`config.mk`:
```
export PLATFORM = sky130hd
export DESIGN_NAME = sar_ctrl
export DESIGN_NICKNAME = d
export VERILOG_FILES = /design/src/sar_ctrl_pkg.sv /design/src/sar_approx.sv /design/src/sar_ctrl.sv
export VERILOG_INCLUDE_DIRS = /design/src
export SDC_FILE = /design/constraint.sdc
export NUM_CORES = 1
export LEC_CHECK = 0
export ABC_CLOCK_PERIOD_IN_PS = 2000
export BUFFER_PORTS_ARGS = -buffer_cell sky130_fd_sc_hd__buf_4
export CAP_MARGIN = 20
export CORE_MARGIN = 10
export CORE_UTILIZATION = 55
export DETAILED_ROUTE_END_ITERATION = 8
export PLACE_DENSITY_LB_ADDON = 0.3
export SLEW_MARGIN = 20
export SYNTH_ARGS = -nofsm -noshare
export SYNTH_HDL_FRONTEND = slang
export SYNTH_SLANG_ARGS = --single-unit
```
`constraint.sdc`:
```
create_clock -name ref_clk -period 2 [get_ports ref_clk]
set_input_delay 0.1 -clock ref_clk [delete_from_list [all_inputs] [get_ports ref_clk]]
set_output_delay 0.1 -clock ref_clk [all_outputs]
set_load 0.01 [all_outputs]
```
`src/sar_ctrl_defs.svh`:
```
// Timing constants and field positions for the converter control block
`ifndef SAR_CTRL_DEFS_SVH
`define SAR_CTRL_DEFS_SVH

`define CLK_FREQ_MHZ        25
`define POWERUP_TIME_NS     1500
`define CONV_TIME_NS        4000
`define CONV_MAX_NS         5000
`define POWERUP_CYCLES      ((`POWERUP_TIME_NS * `CLK_FREQ_MHZ + 999) / 1000)
`define CONV_CYCLES         ((`CONV_TIME_NS * `CLK_FREQ_MHZ) / 1000)
`define RESULT_BITS         8
`define RESULT_MSB          7
`define SHIFT_RESET_VALUE   8'h00
`define TIMER_WIDTH         8

`endif

```
`src/sar_ctrl_pkg.sv`:
```
// Types for the converter control block
package sar_ctrl_pkg;

   typedef enum logic [1:0] {
      PWR_DOWN   = 2'b00,
      POWERING   = 2'b01,
      IDLE_UP    = 2'b10,
      CONVERTING = 2'b11
   } pwr_state_t;

endpackage : sar_ctrl_pkg

```
`src/sar_approx.sv`:
```
// Successive-approximation engine: one result bit decided per step
`timescale 1ns/1ps
`default_nettype none
`include "sar_ctrl_defs.svh"

module sar_approx #(
   parameter int WIDTH = `RESULT_BITS
) (
   input  wire logic             ref_clk,
   input  wire logic             rst,
   input  wire logic             start,
   input  wire logic             step,
   input  wire logic [WIDTH-1:0] sample_code,
   output logic      [WIDTH-1:0] result,
   output logic                  finished
);

   typedef struct packed {
      logic [WIDTH-1:0] trial;
      logic [WIDTH-1:0] bit_mask;
      logic [WIDTH-1:0] sample;
      logic [WIDTH-1:0] result;
      logic             busy;
   } approx_t;

   approx_t s_reg, s_next;

   always_comb begin
      s_next = s_reg;
      if (start) begin
         s_next.sample   = sample_code;
         s_next.bit_mask = {1'b1, {(WIDTH-1){1'b0}}};
         s_next.trial    = '0;
         s_next.busy     = 1'b1;
      end else if (s_reg.busy && step) begin
         // Keep the bit if the trial level does not exceed the held sample
         if ((s_reg.trial | s_reg.bit_mask) <= s_reg.sample)
            s_next.trial = s_reg.trial | s_reg.bit_mask;
         s_next.bit_mask = s_reg.bit_mask >> 1;
         if (s_reg.bit_mask[0]) begin
            s_next.busy   = 1'b0;
            s_next.result = ((s_reg.trial | s_reg.bit_mask) <= s_reg.sample)
                            ? (s_reg.trial | s_reg.bit_mask) : s_reg.trial;
         end
      end
   end

   always_ff @(posedge ref_clk) begin
      if (rst)
         s_reg <= '0;
      else
         s_reg <= s_next;
   end

   assign result   = s_reg.result;
   assign finished = !s_reg.busy;

endmodule : sar_approx
`default_nettype wire

```
`src/sar_ctrl.sv`:
```
// Convert-start sequencing, power control and serial readout of the converter
//
// Contract
// - Result is straight binary, step Vref/256
// - Starts powered down; rising edge powers up
// - Falling edge holds sample, starts conversion
// - Conversion finishes within 5 us
// - At end, latch result and sample pin
// - Pin low at end powers down
// - Early falling edge waits out power-up
// - Serial output enabled only after rising edge
// - Rising edge clears counter; extra clocks ignored
// - Bits launched on rising serial clock edges
// - Eighth falling edge tristates and disarms
// - Early readout gives previous, late gives current
// - Result load waits for readout to finish
// - Readout works while powered down
// - Free-running or burst serial clock accepted
`timescale 1ns/1ps
`default_nettype none
`include "sar_ctrl_defs.svh"

module sar_ctrl #(
   parameter int POWERUP_CYCLES = `POWERUP_CYCLES,
   parameter int CONV_CYCLES    = `CONV_CYCLES
) (
   input  wire logic                     ref_clk,
   input  wire logic                     rst,
   input  wire logic                     convert_start_n,
   input  wire logic                     sclk,
   input  wire logic [`RESULT_MSB:0]     sample_code,
   output logic                          dout_o,
   output logic                          dout_oe,
   output logic                          powered,
   output logic                          tracking,
   output logic                          conv_done
);

   // Bit-decision spacing so the approximation ends inside the conversion time
   // Needs one clock per result bit after the start cycle, so CONV_CYCLES may not drop below 9
   localparam int STEP_CYCLES = CONV_CYCLES / `RESULT_BITS;

   typedef struct packed {
      logic [1:0]                cs_sync;
      logic                      cs_last;
      logic [1:0]                sck_sync;
      logic                      sck_last;
      sar_ctrl_pkg::pwr_state_t  state;
      logic [`TIMER_WIDTH-1:0]   timer;
      logic [`TIMER_WIDTH-1:0]   step_cnt;
      logic                      start_pending;
      logic                      conv_go;
      logic                      done_pulse;
      logic                      load_pending;
      logic                      port_armed;
      logic [3:0]                bit_cnt;
      logic [`RESULT_MSB:0]      shift;
      logic                      dout;
      logic                      oe;
   } ctrl_t;

   ctrl_t s_reg, s_next;

   // Edge decode on a synchronised level and its one-cycle history
   function automatic logic edge_up(input logic now_lvl, input logic last_lvl);
      edge_up = now_lvl && !last_lvl;
   endfunction : edge_up

   function automatic logic edge_down(input logic now_lvl, input logic last_lvl);
      edge_down = !now_lvl && last_lvl;
   endfunction : edge_down

   // Both ways into a conversion arm the same counters; one place keeps the
   // power-up path and the idle path from drifting apart
   function automatic ctrl_t start_conversion(input ctrl_t s);
      start_conversion          = s;
      start_conversion.state    = sar_ctrl_pkg::CONVERTING;
      start_conversion.conv_go  = 1'b1;
      start_conversion.timer    = `TIMER_WIDTH'(CONV_CYCLES - 1);
      start_conversion.step_cnt = `TIMER_WIDTH'(STEP_CYCLES - 1);
   endfunction : start_conversion

   logic                 cs_rise;
   logic                 cs_fall;
   logic                 sck_rise;
   logic                 sck_fall;
   logic                 reading;
   logic [`RESULT_MSB:0] sar_result;
   logic                 sar_finished;
   logic                 sar_step;

   assign cs_rise  = edge_up(s_reg.cs_sync[1], s_reg.cs_last);
   assign cs_fall  = edge_down(s_reg.cs_sync[1], s_reg.cs_last);
   assign sck_rise = edge_up(s_reg.sck_sync[1], s_reg.sck_last);
   assign sck_fall = edge_down(s_reg.sck_sync[1], s_reg.sck_last);
   assign sar_step = (s_reg.state == sar_ctrl_pkg::CONVERTING) &&
                     (s_reg.step_cnt == '0);
   // A readout is under way once the first bit has gone out
   // It stays busy until the eighth falling edge, so a load never splits a byte
   assign reading  = s_reg.oe && (s_reg.bit_cnt != 4'h0);

   // The engine only decides bits; pacing comes from the step counter here
   sar_approx #(
      .WIDTH(`RESULT_BITS)
   ) u_approx (
      .ref_clk     (ref_clk),
      .rst         (rst),
      .start       (s_reg.conv_go),
      .step        (sar_step),
      .sample_code (sample_code),
      .result      (sar_result),
      .finished    (sar_finished)
   );

   always_comb begin
      s_next            = s_reg;
      // Two-stage synchronisers; only the second stage and its history are read
      s_next.cs_sync    = {s_reg.cs_sync[0], convert_start_n};
      s_next.cs_last    = s_reg.cs_sync[1];
      s_next.sck_sync   = {s_reg.sck_sync[0], sclk};
      s_next.sck_last   = s_reg.sck_sync[1];
      s_next.conv_go    = 1'b0;
      s_next.done_pulse = 1'b0;

      unique case (s_reg.state)
         sar_ctrl_pkg::PWR_DOWN: begin
            if (cs_rise) begin
               s_next.state = sar_ctrl_pkg::POWERING;
               s_next.timer = `TIMER_WIDTH'(POWERUP_CYCLES - 1);
               s_next.start_pending = 1'b0;
            end
         end
         sar_ctrl_pkg::POWERING: begin
            if (cs_fall)
               s_next.start_pending = 1'b1;
            if (s_reg.timer != '0) begin
               s_next.timer = s_reg.timer - `TIMER_WIDTH'(1);
            end else if (s_reg.start_pending || cs_fall) begin
               // Power-up has run its full time before the sample is held
               s_next = start_conversion(s_next);
            end else begin
               s_next.state = sar_ctrl_pkg::IDLE_UP;
            end
         end
         sar_ctrl_pkg::IDLE_UP: begin
            if (cs_fall) begin
               s_next = start_conversion(s_next);
            end
         end
         sar_ctrl_pkg::CONVERTING: begin
            s_next.step_cnt = (s_reg.step_cnt == '0)
                              ? `TIMER_WIDTH'(STEP_CYCLES - 1)
                              : s_reg.step_cnt - `TIMER_WIDTH'(1);
            if (s_reg.timer != '0) begin
               s_next.timer = s_reg.timer - `TIMER_WIDTH'(1);
            end else begin
               s_next.done_pulse   = 1'b1;
               s_next.load_pending = 1'b1;
               // Pin level at the decision instant picks the mode
               s_next.state = s_reg.cs_sync[1] ? sar_ctrl_pkg::IDLE_UP
                                               : sar_ctrl_pkg::PWR_DOWN;
            end
         end
      endcase

      // Serial port runs in every power state; only the rising pin edge rearms it
      if (cs_rise) begin
         s_next.port_armed = 1'b1;
         s_next.bit_cnt    = 4'h0;
         s_next.oe         = 1'b0;
      end else if (s_reg.port_armed && s_reg.bit_cnt < 4'h8) begin
         if (sck_rise) begin
            s_next.oe      = 1'b1;
            s_next.dout    = s_reg.shift[`RESULT_MSB - s_reg.bit_cnt[2:0]];
            s_next.bit_cnt = s_reg.bit_cnt + 4'h1;
         end
      end else if (s_reg.port_armed && s_reg.bit_cnt == 4'h8 && sck_fall) begin
         // Disarmed after a full byte: further clocks are ignored until the pin
         // rises again, which a continuous clock would otherwise restart
         s_next.oe         = 1'b0;
         s_next.bit_cnt    = 4'h0;
         s_next.port_armed = 1'b0;
      end

      // Result enters the shift register only between readouts, and only once the
      // engine has settled its last bit: when the final step lands on the edge at
      // which the timer ends, the engine shows the new code in the same cycle as load_pending
      if (s_reg.load_pending && sar_finished && !reading &&
          !(s_next.oe && s_next.bit_cnt != 4'h0)) begin
         s_next.shift        = sar_result;
         s_next.load_pending = 1'b0;
      end
   end

   // Synchronous reset; pin history resets low, the level the host holds at
   // power-on, so no false edge is seen when reset lets go

   always_ff @(posedge ref_clk) begin
      if (rst) begin
         s_reg          <= '0;
         s_reg.cs_sync  <= 2'b00;
         s_reg.state    <= sar_ctrl_pkg::PWR_DOWN;
         s_reg.shift    <= `SHIFT_RESET_VALUE;
      end else begin
         s_reg <= s_next;
      end
   end

   // Power and track levels decode straight from the state register
   assign dout_o    = s_reg.dout;
   assign dout_oe   = s_reg.oe;
   assign powered   = (s_reg.state != sar_ctrl_pkg::PWR_DOWN);
   assign tracking  = (s_reg.state != sar_ctrl_pkg::CONVERTING);
   assign conv_done = s_reg.done_pulse;

endmodule : sar_ctrl
`default_nettype wire

```
==> impl_metrics.csv, run 1 <==
group,metric,value,unit
yosys,syn_avg_cell_area,9.02,µm²
yosys,synth_compound_area_share,22.5,%
yosys,ys.flop_type,"dfxtp_1",
yosys,yosys-mux-area-fraction,5.72,%
clocking,clock_sinks,76,
clocking,clkSlewWorstSetupHoldPaths,0.08,ns
yosys,synth_edf_count,0,
yosys,syn-num-nets,448,
critical_path,crit_cells,8,
critical_path,crit_path_max_incr_delay,0.35,ns
critical_path,path_cells,"or2_4 -> ha_4 -> nand4_1 -> nor3_4 -> nor2_2 -> a2111oi_4 -> buf_12 -> a31o_2",
placed_design,place_ws,-0.0612,ns
placed_design,gp_congestion,0.900,
yosys,syn_area,3760,µm²
grt,busiest_layer,"met2",
critical_path,cp_data_arrival_time,2.38,ns
final_layout,fillCellCount,509,
grt,met1_usage,20.3,%
final_layout,antennaDiodeCount,0,
floorplan,num_io_pins,17,
clocking,cts-root-buf,"clkbuf_8",
critical_path,crit_family,"simple AND/OR/NAND/NOR gates",
yosys,synth_xor_area_share,0.466,%
critical_path,reg2reg_slack,-0.08,ns
yosys,synthSimpleGateAreaFrac,19.4,%
floorplan,design.die.area,10500,µm²
drt,drcViolationCount,0,
critical_path,crit_fanout,15,
yosys,yosys_warnings,0,
clocking,cts_tree,"done",
drt,avgViaCountPerCell,5.80,
grt,antenna_found_initial,0,
grt,grt.total_usage,17.1,%
critical_path,critPathCapture,"u_approx.result[3]$_SDFFE_PP0P_",
timing,tightest_slew,0.575,ns
status,violations,"negative setup slack",
floorplan,start_util,56.0,%
yosys,ys_seq_area_share,40.5,%
critical_path,critPathBufInv,1,
final_layout,multiInputGateArea,2240,µm²
timing,period_needed,2.08,ns
critical_path,worstSetupStartpointType,"register",
final_layout,areaGrowthSynthToFinish,27.5,%
critical_path,r2r-end,"u_approx.result[3]$_SDFFE_PP0P_",
floorplan,core,6720,µm²
clocking,insertion_delay,0.35,ns
timing,fin_setup_tns,-0.992,ns
critical_path,cp.required,2.30,ns
critical_path,reg2reg_depth,8,
drt,detail-route-antenna-nets,0,
drt,vias,3279,
clocking,cts_buffers,9,
grt,grt_pass1_vias,3258,
critical_path,end_kind,"register",
floorplan,rows,30,
placed_design,port_buffers,16,
yosys,ys_seq_elements,76,
yosys,synth-async-reset-ratio,0,%
yosys,synth.distinct_cells,61,
hold_path,hp-class,"input pin to register",
timing,rsz0062_at_grt,"true",
yosys,synth_top_family_by_area,"compound AO/OA/AOI/OAI gates",
flow_run,maxCapViolCount,0,
yosys,synthCells,417,
timing,drv_slew,0,
placed_design,dpl.hpwl,6.05,mm
final_layout,final-seq-area,1530,µm²
grt,overflow,0,
critical_path,cp_slowest_cell,"a2111oi_4",
floorplan,die_h,103,µm
timing,slew-limit-headroom,61.5,%
final_layout,largest_register_ffs,40,
final_layout,fin_nets,512,
timing,timing.fmax,481,MHz
clocking,cts_buffer_depth,2,
grt,grt_pass1_wl,14.8,mm
final_layout,final_util,71.3,%
grt,met3_usage,5.63,%
grt,grt_max_degree,34,
timing,fin_crit_sh,104,%
drt,dr.first_iter.drc_count,159,
timing,setup_viol,15,
power,ir_worst_vdd,0.519,mV
drt,post_drt_wl_per_cell,15.0,µm
critical_path,crit_type,"register to register",
status,status,"finished with violations",
timing,hold_viol_final,0,
grt,grt_use_met2,29.5,%
final_layout,drive_above_1_share,26.2,%
floorplan,die_x,103,µm
yosys,synthAdderAreaFrac,6.32,%
drt,dr.pass1.iters,4,
power,power.density,1010,nW/µm²
critical_path,crit_path_start,"u_approx.s_reg[29]$_SDFFE_PP0P_",
drt,totalWireLength,8.50,mm
clocking,htree_levels,3,
critical_path,worstReg2RegStart,"u_approx.s_reg[29]$_SDFFE_PP0P_",
timing,finalWorstSetupSlack,-0.0805,ns
power,leakagePower,1.86,nW
timing,clock_skew,0.00950,ns
-- area by class of cell --
cell class | instances | area share, %
clock buffers | 11 | 2.95
clock inverters | 4 | 2.04
inverters | 26 | 2.04
multi-input cells | 295 | 46.8
flip-flops and latches | 76 | 31.9
well taps | 80 | 2.09
repair buffers | 73 | 12.2
-- cell usage after synthesis, drive strengths merged (3+ instances only) --
library cell  count  area share [%]
dfxtp            76              40
nor2             45             4.5
a21oi            29             4.1
inv              26             2.6
nand2            25             2.5
a22o             19             4.4
ha               19             6.3
mux2i            17             4.5
o21ai            15             2.0
clkbuf           12             1.2
nor2b            11             1.8
nand2b            9             1.5
o22ai             9             1.5
buf               8             1.3
or2               8             1.3
a31o              7             1.6
nor3              7             1.4
a211o             6             1.4
a211oi            5             1.0
or3               5            0.83
nand3             4            0.87
a311oi            3            0.70
a31oi             3            0.50
and3              3            0.50
nor4              3            0.50
o21a              3            0.60
o31ai             3            0.60
or4               3            0.60
-- per-stage QoR --
stage	std cells	area [µm²]	hold WS, ns	total power, W
after global placement	538	4350	0.319	0.00327
final	565	4790	0.0755	0.00484
after CTS	564	4740	0.0653	0.00481
after global routing	565	4790	0.0689	0.00509
after floorplan	417	3870	0.228	0.00282
after detailed placement	538	4350	0.316	0.00332
-- layer usage --
metal	vias up	wire length, µm
met5	-	0
met4	0	62
met3	9	422
met2	64	4180
met1	1562	3830
li1	1644	-
-- what timing repair did --
action / in CTS / in global routing
resized for setup: 11 / 11
setup buffers: 0 / 1
hold buffers: 10 / 0
pin swaps: 1 / 3
setup endpoints to repair: 25 / 34
gates cloned: 1 / 0
hold endpoints to repair: 10 / 0
-- worst min-delay path by stage --
stage | from | to | slack [ns] | depth (start not counted)
global placement | convert_start_n | s_reg[41]$_SDFF_PP0_ | 0.32 | 2
finish | rst | u_approx.s_reg[14]$_SDFFE_PP0P_ | 0.08 | 2
global route | rst | u_approx.s_reg[14]$_SDFFE_PP0P_ | 0.07 | 2
detailed placement | sclk | s_reg[38]$_SDFF_PP0_ | 0.32 | 2
CTS | rst | u_approx.s_reg[15]$_SDFFE_PP0P_ | 0.07 | 2
floorplan | sclk | s_reg[38]$_SDFF_PP0_ | 0.23 | 1
-- kinds of logic (layout without fill, tap and decap cells) --
logic type	count (synthesis)	in the layout
adder cells (fa/ha/maj)	19	19
AO/OA/AOI/OAI	118	118
AND/OR/NAND/NOR	137	137
XOR/XNOR	2	2
flip-flops	76	76
multiplexers	19	19
buffers and inverters	46	114
-- power breakdown --
part	switching (W)	internal, W
clock	0.000555	0.000857
sequential	0.0000892	0.00160
combinational	0.000968	0.000775
-- placed cells by master, fill, tap and decap left out, types with 6 or more instances in the layout --
cell type	netlist	routed
ha_4	0	6
dlygate4sd3_1	0	10
o21ai_0	14	13
nor2b_1	11	11
mux2i_1	17	17
a211o_1	6	6
clkbuf_8	0	10
or2_4	0	6
nor2_1	45	44
dfxtp_1	76	71
a22o_1	19	19
nand2b_1	9	9
a21oi_1	27	25
ha_1	19	11
inv_1	26	26
o22ai_1	9	9
buf_4	0	60
nand2_1	25	25
No activity file was read; power rests on OpenSTA's default activity.
==> inputs of run 2 (changes only) <==
PLACE_DENSITY = 0.75   (was not set)
PLACE_DENSITY_LB_ADDON = not set   (was 0.3)
==> run 2 against run 1 <==
Net effect:
- the flow still finishes with violations (negative setup slack)
- register-to-register slack gained 0.06 ns
- utilization grew 0.056 points
- sequential power is essentially flat
- setup slack gained 0.056 ns
- hold slack gained 0.097 ns
- via count grew 3.0%
- critical path type unchanged
- clock skew grew 0.0011 ns
- die area is the same
- highest routed layer unchanged
- largest power group unchanged
- first-iteration DRC count shrank 6.3%
- design area is essentially flat
- power shrank 3.3%
==> impl_metrics.csv, run 2 (synthesis results as in run 1) <==
group,metric,value,unit
status,status,"finished with violations",
status,violations,"negative setup slack",
hold_path,holdPathStages,3,
critical_path,crit_type,"register to register",
clocking,htree_levels,3,
grt,antenna_found_initial,0,
critical_path,worstReg2RegStart,"s_reg[19]$_SDFFE_PP0P_",
final_layout,fin_nets,514,
floorplan,core,6720,µm²
timing,tightest_slew,0.601,ns
final_layout,largest_register_ffs,40,
power,leakagePower,1.86,nW
timing,finalWorstSetupSlack,-0.0250,ns
critical_path,cp_data_arrival_time,2.32,ns
critical_path,path_cells,"inv_1 -> ha_4 -> or3b_4 -> nor3_4 -> nand3_4 -> a2111oi_4 -> buf_4 -> a22o_1",
drt,drcViolationCount,0,
floorplan,num_io_pins,17,
critical_path,end_kind,"register",
critical_path,crit_path_max_incr_delay,0.42,ns
floorplan,start_util,56.0,%
flow_run,maxCapViolCount,0,
drt,post_drt_wl_per_cell,16.2,µm
timing,slew-limit-headroom,59.8,%
clocking,cts_buffer_depth,2,
critical_path,worstSetupStartpointType,"register",
timing,period_needed,2.02,ns
grt,grt_pass1_vias,3303,
grt,grt_pass1_wl,15.2,mm
drt,dr.pass1.iters,5,
power,ir_worst_vdd,0.599,mV
final_layout,final_common_cell,"dfxtp_1",
floorplan,die_x,103,µm
clocking,clock_sinks,76,
critical_path,cp.required,2.29,ns
critical_path,cp_slowest_cell,"or3b_4",
grt,busiest_layer,"met2",
timing,fin_crit_sh,101,%
timing,drv_slew,0,
grt,met1_usage,21.6,%
clocking,cts-root-buf,"clkbuf_8",
drt,totalWireLength,9.23,mm
grt,met3_usage,4.56,%
hold_path,hp-class,"input pin to register",
critical_path,r2r-end,"u_approx.s_reg[31]$_SDFFE_PP0P_",
drt,vias,3377,
critical_path,crit_fanout,8,
final_layout,areaGrowthSynthToFinish,27.6,%
drt,avgViaCountPerCell,5.95,
clocking,cts_tree,"done",
drt,detail-route-antenna-nets,0,
timing,timing.fmax,494,MHz
placed_design,gp_congestion,0.949,
grt,overflow,0,
clocking,insertion_delay,0.36,ns
power,totalPowerFinal,0.00468,W
placed_design,place_ws,-0.0704,ns
timing,setup_viol,9,
timing,hold_viol_final,0,
placed_design,dpl.hpwl,6.15,mm
hold_path,hp-start,"rst",
final_layout,fillCellCount,498,
final_layout,antennaDiodeCount,0,
floorplan,design.die.area,10500,µm²
grt,grt_max_degree,32,
grt,grt.total_usage,17.9,%
clocking,cts_buffers,9,
placed_design,port_buffers,16,
timing,clock_skew,0.0106,ns
final_layout,layout_common_cells,"dfxtp_1 (67), buf_4 (63), nor2_1 (43)",
final_layout,drive_above_1_share,28.5,%
hold_path,whs_endpoint,"u_approx.s_reg[22]$_SDFFE_PP0P_",
timing,rsz0062_at_grt,"true",
grt,grt_use_met2,29.4,%
critical_path,reg2reg_slack,-0.02,ns
floorplan,rows,30,
power,power.density,977,nW/µm²
clocking,clkSlewWorstSetupHoldPaths,0.09,ns
critical_path,reg2reg_depth,8,
floorplan,die_h,103,µm
drt,dr.first_iter.drc_count,149,
## run 2: worst max-delay path: cells and delay by family (launching register included)
family          cells  cell delay, ns
compound gates      2            0.49
flops               1            0.32
simple gates        3            0.72
fa+ha+maj           1            0.13
buf+inv             2            0.31
## run 2: stage by stage
stage,util [%],hold slack [ns],std cells,TNS (ns),area (µm²)
global route,71.4,0.188,568,-1.65,4800
global placement,64.4,0.318,537,-0.0486,4330
floorplan,-,0.228,417,-0.0366,3870
CTS,69.7,0.163,566,-0.0452,4680
detailed placement,64.4,0.320,537,-0.421,4330
finish,71.4,0.172,568,-0.0836,4800
## run 2: repair_timing
action | 4_1_cts | 5_1_grt
gates resized for setup | 10 | 24
pin swaps | 4 | 6
gates cloned | 1 | 0
buffers inserted | 2 | 2
hold buffers | 10 | 0
setup endpoints to repair | 24 | 42
endpoints found under the hold margin | 10 | 0
## run 2: worst max-delay path by stage
stage | slack, ns | to | cells past startpoint | from
after floorplan | -0.02 | u_approx.result[6]$_SDFFE_PP0P_ | 8 | u_approx.s_reg[31]$_SDFFE_PP0P_
after global placement | -0.01 | u_approx.result[4]$_SDFFE_PP0P_ | 8 | s_reg[19]$_SDFFE_PP0P_
after detailed placement | -0.07 | u_approx.result[5]$_SDFFE_PP0P_ | 8 | s_reg[19]$_SDFFE_PP0P_
after CTS | -0.02 | s_reg[33]$_SDFFE_PP0P_ | 7 | s_reg[27]$_SDFFE_PP0P_
after global routing | -0.12 | u_approx.s_reg[27]$_SDFFE_PP0P_ | 9 | u_approx.s_reg[32]$_SDFFE_PP0P_
final | -0.02 | u_approx.s_reg[31]$_SDFFE_PP0P_ | 8 | s_reg[19]$_SDFFE_PP0P_
## run 2: cell type report
cell class | instances | area (µm²) | area share, %
Tap cell | 80 | 100 | 2.09
Clock buffer | 10 | 138 | 2.87
Sequential cell | 76 | 1530 | 32.0
Timing Repair Buffer | 75 | 589 | 12.3
Clock inverter | 6 | 63.8 | 1.33
Multi-Input combinational cell | 295 | 2270 | 47.4
Inverter | 26 | 97.6 | 2.03
## run 2: where the power goes
group / internal [W] / total, W / leakage [nW] / switching, W
combinational: 0.000802 / 0.00177 / 1.14 / 0.000970
clock: 0.000608 / 0.00122 / 0.0983 / 0.000610
sequential: 0.00160 / 0.00170 / 0.619 / 0.0000944
## run 2: metal layers
metal  part of all wire [%]  routed length (µm)  vias up
met5                      0                   0        -
met4                    1.9                 172        0
met3                    5.4                 495       22
met2                     48                4420       92
met1                     45                4140     1614
li1                       -                   -     1649
==> inputs of run 3 (changes only) <==
SETUP_SLACK_MARGIN = 0.5   (was not set)
==> run 3 against run 2 <==
Net effect:
- the flow still finishes with violations (negative setup slack)
- cell count grew 3.5%
- setup slack lost 0.037 ns
- die area is the same
- sequential cell count is the same
- largest cell class unchanged
==> impl_metrics.csv, run 3 (synthesis results as in run 1) <==
group,metric,value,unit
placed_design,gp_congestion,0.927,
drt,post_drt_wl_per_cell,18.5,µm
critical_path,crit_type,"register to register",
timing,tightest_slew,0.600,ns
floorplan,core,6720,µm²
timing,period_needed,2.06,ns
status,violations,"negative setup slack",
power,power.density,1040,nW/µm²
timing,drv_slew,0,
drt,dr.pass1.iters,5,
drt,totalWireLength,10.9,mm
floorplan,rows,30,
timing,finalWorstSetupSlack,-0.0624,ns
grt,overflow,0,
timing,hold_viol_final,0,
final_layout,largest_register_ffs,40,
timing,rsz0062_at_grt,"true",
final_layout,drive_above_1_share,45.7,%
timing,slew-limit-headroom,59.8,%
hold_path,holdPathStages,3,
timing,setup_viol,16,
floorplan,die_h,103,µm
power,ir_worst_vdd,0.632,mV
hold_path,hp-class,"input pin to register",
clocking,insertion_delay,0.36,ns
critical_path,worstReg2RegStart,"u_approx.s_reg[31]$_SDFFE_PP0P_",
clocking,cts_buffers,9,
drt,avgViaCountPerCell,6.03,
critical_path,crit_path_start,"u_approx.s_reg[31]$_SDFFE_PP0P_",
critical_path,end_kind,"register",
placed_design,port_buffers,16,
critical_path,crit_fanout,15,
floorplan,start_util,56.0,%
floorplan,design.die.area,10500,µm²
drt,vias,3547,
clocking,cts_buffer_depth,2,
grt,grt_pass1_vias,3521,
placed_design,dpl.hpwl,6.17,mm
final_layout,layout_common_cells,"buf_4 (71), dfxtp_1 (60), nor2_1 (39)",
grt,grt_max_degree,33,
drt,drcViolationCount,0,
clocking,htree_levels,3,
grt,grt_pass1_wl,16.6,mm
placed_design,place_ws,-0.0505,ns
grt,antenna_found_initial,0,
critical_path,reg2reg_depth,8,
final_layout,fin_nets,535,
drt,dr.first_iter.drc_count,184,
final_layout,fillCellCount,386,
critical_path,r2r-end,"u_approx.result[6]$_SDFFE_PP0P_",
clocking,clkSlewWorstSetupHoldPaths,0.08,ns
critical_path,reg2reg_slack,-0.06,ns
final_layout,final_util,81.7,%
status,status,"finished with violations",
critical_path,cp_data_arrival_time,2.37,ns
clocking,cts-root-buf,"clkbuf_8",
clocking,cts_tree,"done",
critical_path,critPathCapture,"u_approx.result[6]$_SDFFE_PP0P_",
flow_run,maxCapViolCount,0,
drt,detail-route-antenna-nets,0,
final_layout,antennaDiodeCount,0,
timing,timing.fmax,485,MHz
timing,fin_crit_sh,103,%
timing,clock_skew,0.00910,ns
hold_path,hp-start,"rst",
clocking,clock_sinks,76,
power,leakagePower,2.05,nW
floorplan,num_io_pins,17,
critical_path,worstSetupStartpointType,"register",
final_layout,areaGrowthSynthToFinish,46.0,%
critical_path,cp.required,2.30,ns
final_layout,final_common_cell,"buf_4",
floorplan,die_x,103,µm
grt,grt.total_usage,19.8,%
-- run 3: cell types whose count changed in the layout (fill, tap and decap cells not counted), sizes merged --
cell	before	now
bufinv	1	0
o22a	1	2
buf	65	84
clkinvlp	2	4
inv	26	24
dlygate4sd3	10	11
-- run 3: cell type report --
type | count | area [µm²] | area share (%)
multi-input cells | 296 | 2760 | 50.3
flip-flops and latches | 76 | 1560 | 28.4
well taps | 80 | 100 | 1.82
clock inverters | 5 | 30.0 | 0.547
inverters | 26 | 113 | 2.05
clock buffers | 10 | 128 | 2.33
repair buffers | 95 | 798 | 14.5
-- run 3: timing repair --
item	CTS	global route
gates resized for setup	61	54
hold buffers	11	0
hold endpoints to repair	11	0
setup buffers	19	11
pin swaps	20	19
cloned	0	1
endpoints found under the setup margin	55	58
-- run 3: power by group --
group | leakage [nW] | total (W) | internal [W] | switching [W]
clock network | 0.0779 | 0.00102 | 0.000437 | 0.000579
registers | 0.624 | 0.00175 | 0.00162 | 0.000136
logic | 1.35 | 0.00296 | 0.00140 | 0.00157
-- run 3: critical path, stage by stage (launching register included) --
cell       delay [ns]
dfxtp_2          0.33
or2_4            0.25
ha_4             0.26
nand4_1          0.14
nor3_2           0.22
a21oi_2          0.08
a2111oi_4        0.38
buf_12           0.19
a31o_1           0.14
-- run 3: how the worst min path moves through the flow --
| stage | endpoint | slack [ns] |
|---|---|---|
| after detailed placement | s_reg[38]$_SDFF_PP0_ | 0.32 |
| after global placement | s_reg[41]$_SDFF_PP0_ | 0.32 |
| after CTS | u_approx.s_reg[21]$_SDFFE_PP0P_ | 0.18 |
| final | s_reg[13]$_SDFF_PP0_ | 0.19 |
| after global routing | s_reg[13]$_SDFF_PP0_ | 0.21 |
| after floorplan | s_reg[38]$_SDFF_PP0_ | 0.23 |
-- run 3: metrics by stage --
stage	hold WS (ns)	cells	total power [W]	instance area, µm²	setup TNS, ns
after detailed placement	0.321	531	0.00349	4520	-0.532
after global routing	0.208	588	0.00600	5490	-2.53
after CTS	0.177	576	0.00498	5140	-0.959
final	0.192	588	0.00573	5490	-0.792
after floorplan	0.228	417	0.00310	4110	-0.0251
after global placement	0.319	531	0.00347	4520	0
-- run 3: layer usage --
metal  vias up  track usage [%]  part of all wire, %
met5         -                0                    0
met3        29             5.70                  5.3
li1       1693                -                    -
met1      1708             23.2                   42
met2       117             32.1                   50
met4         0             10.7                  2.6
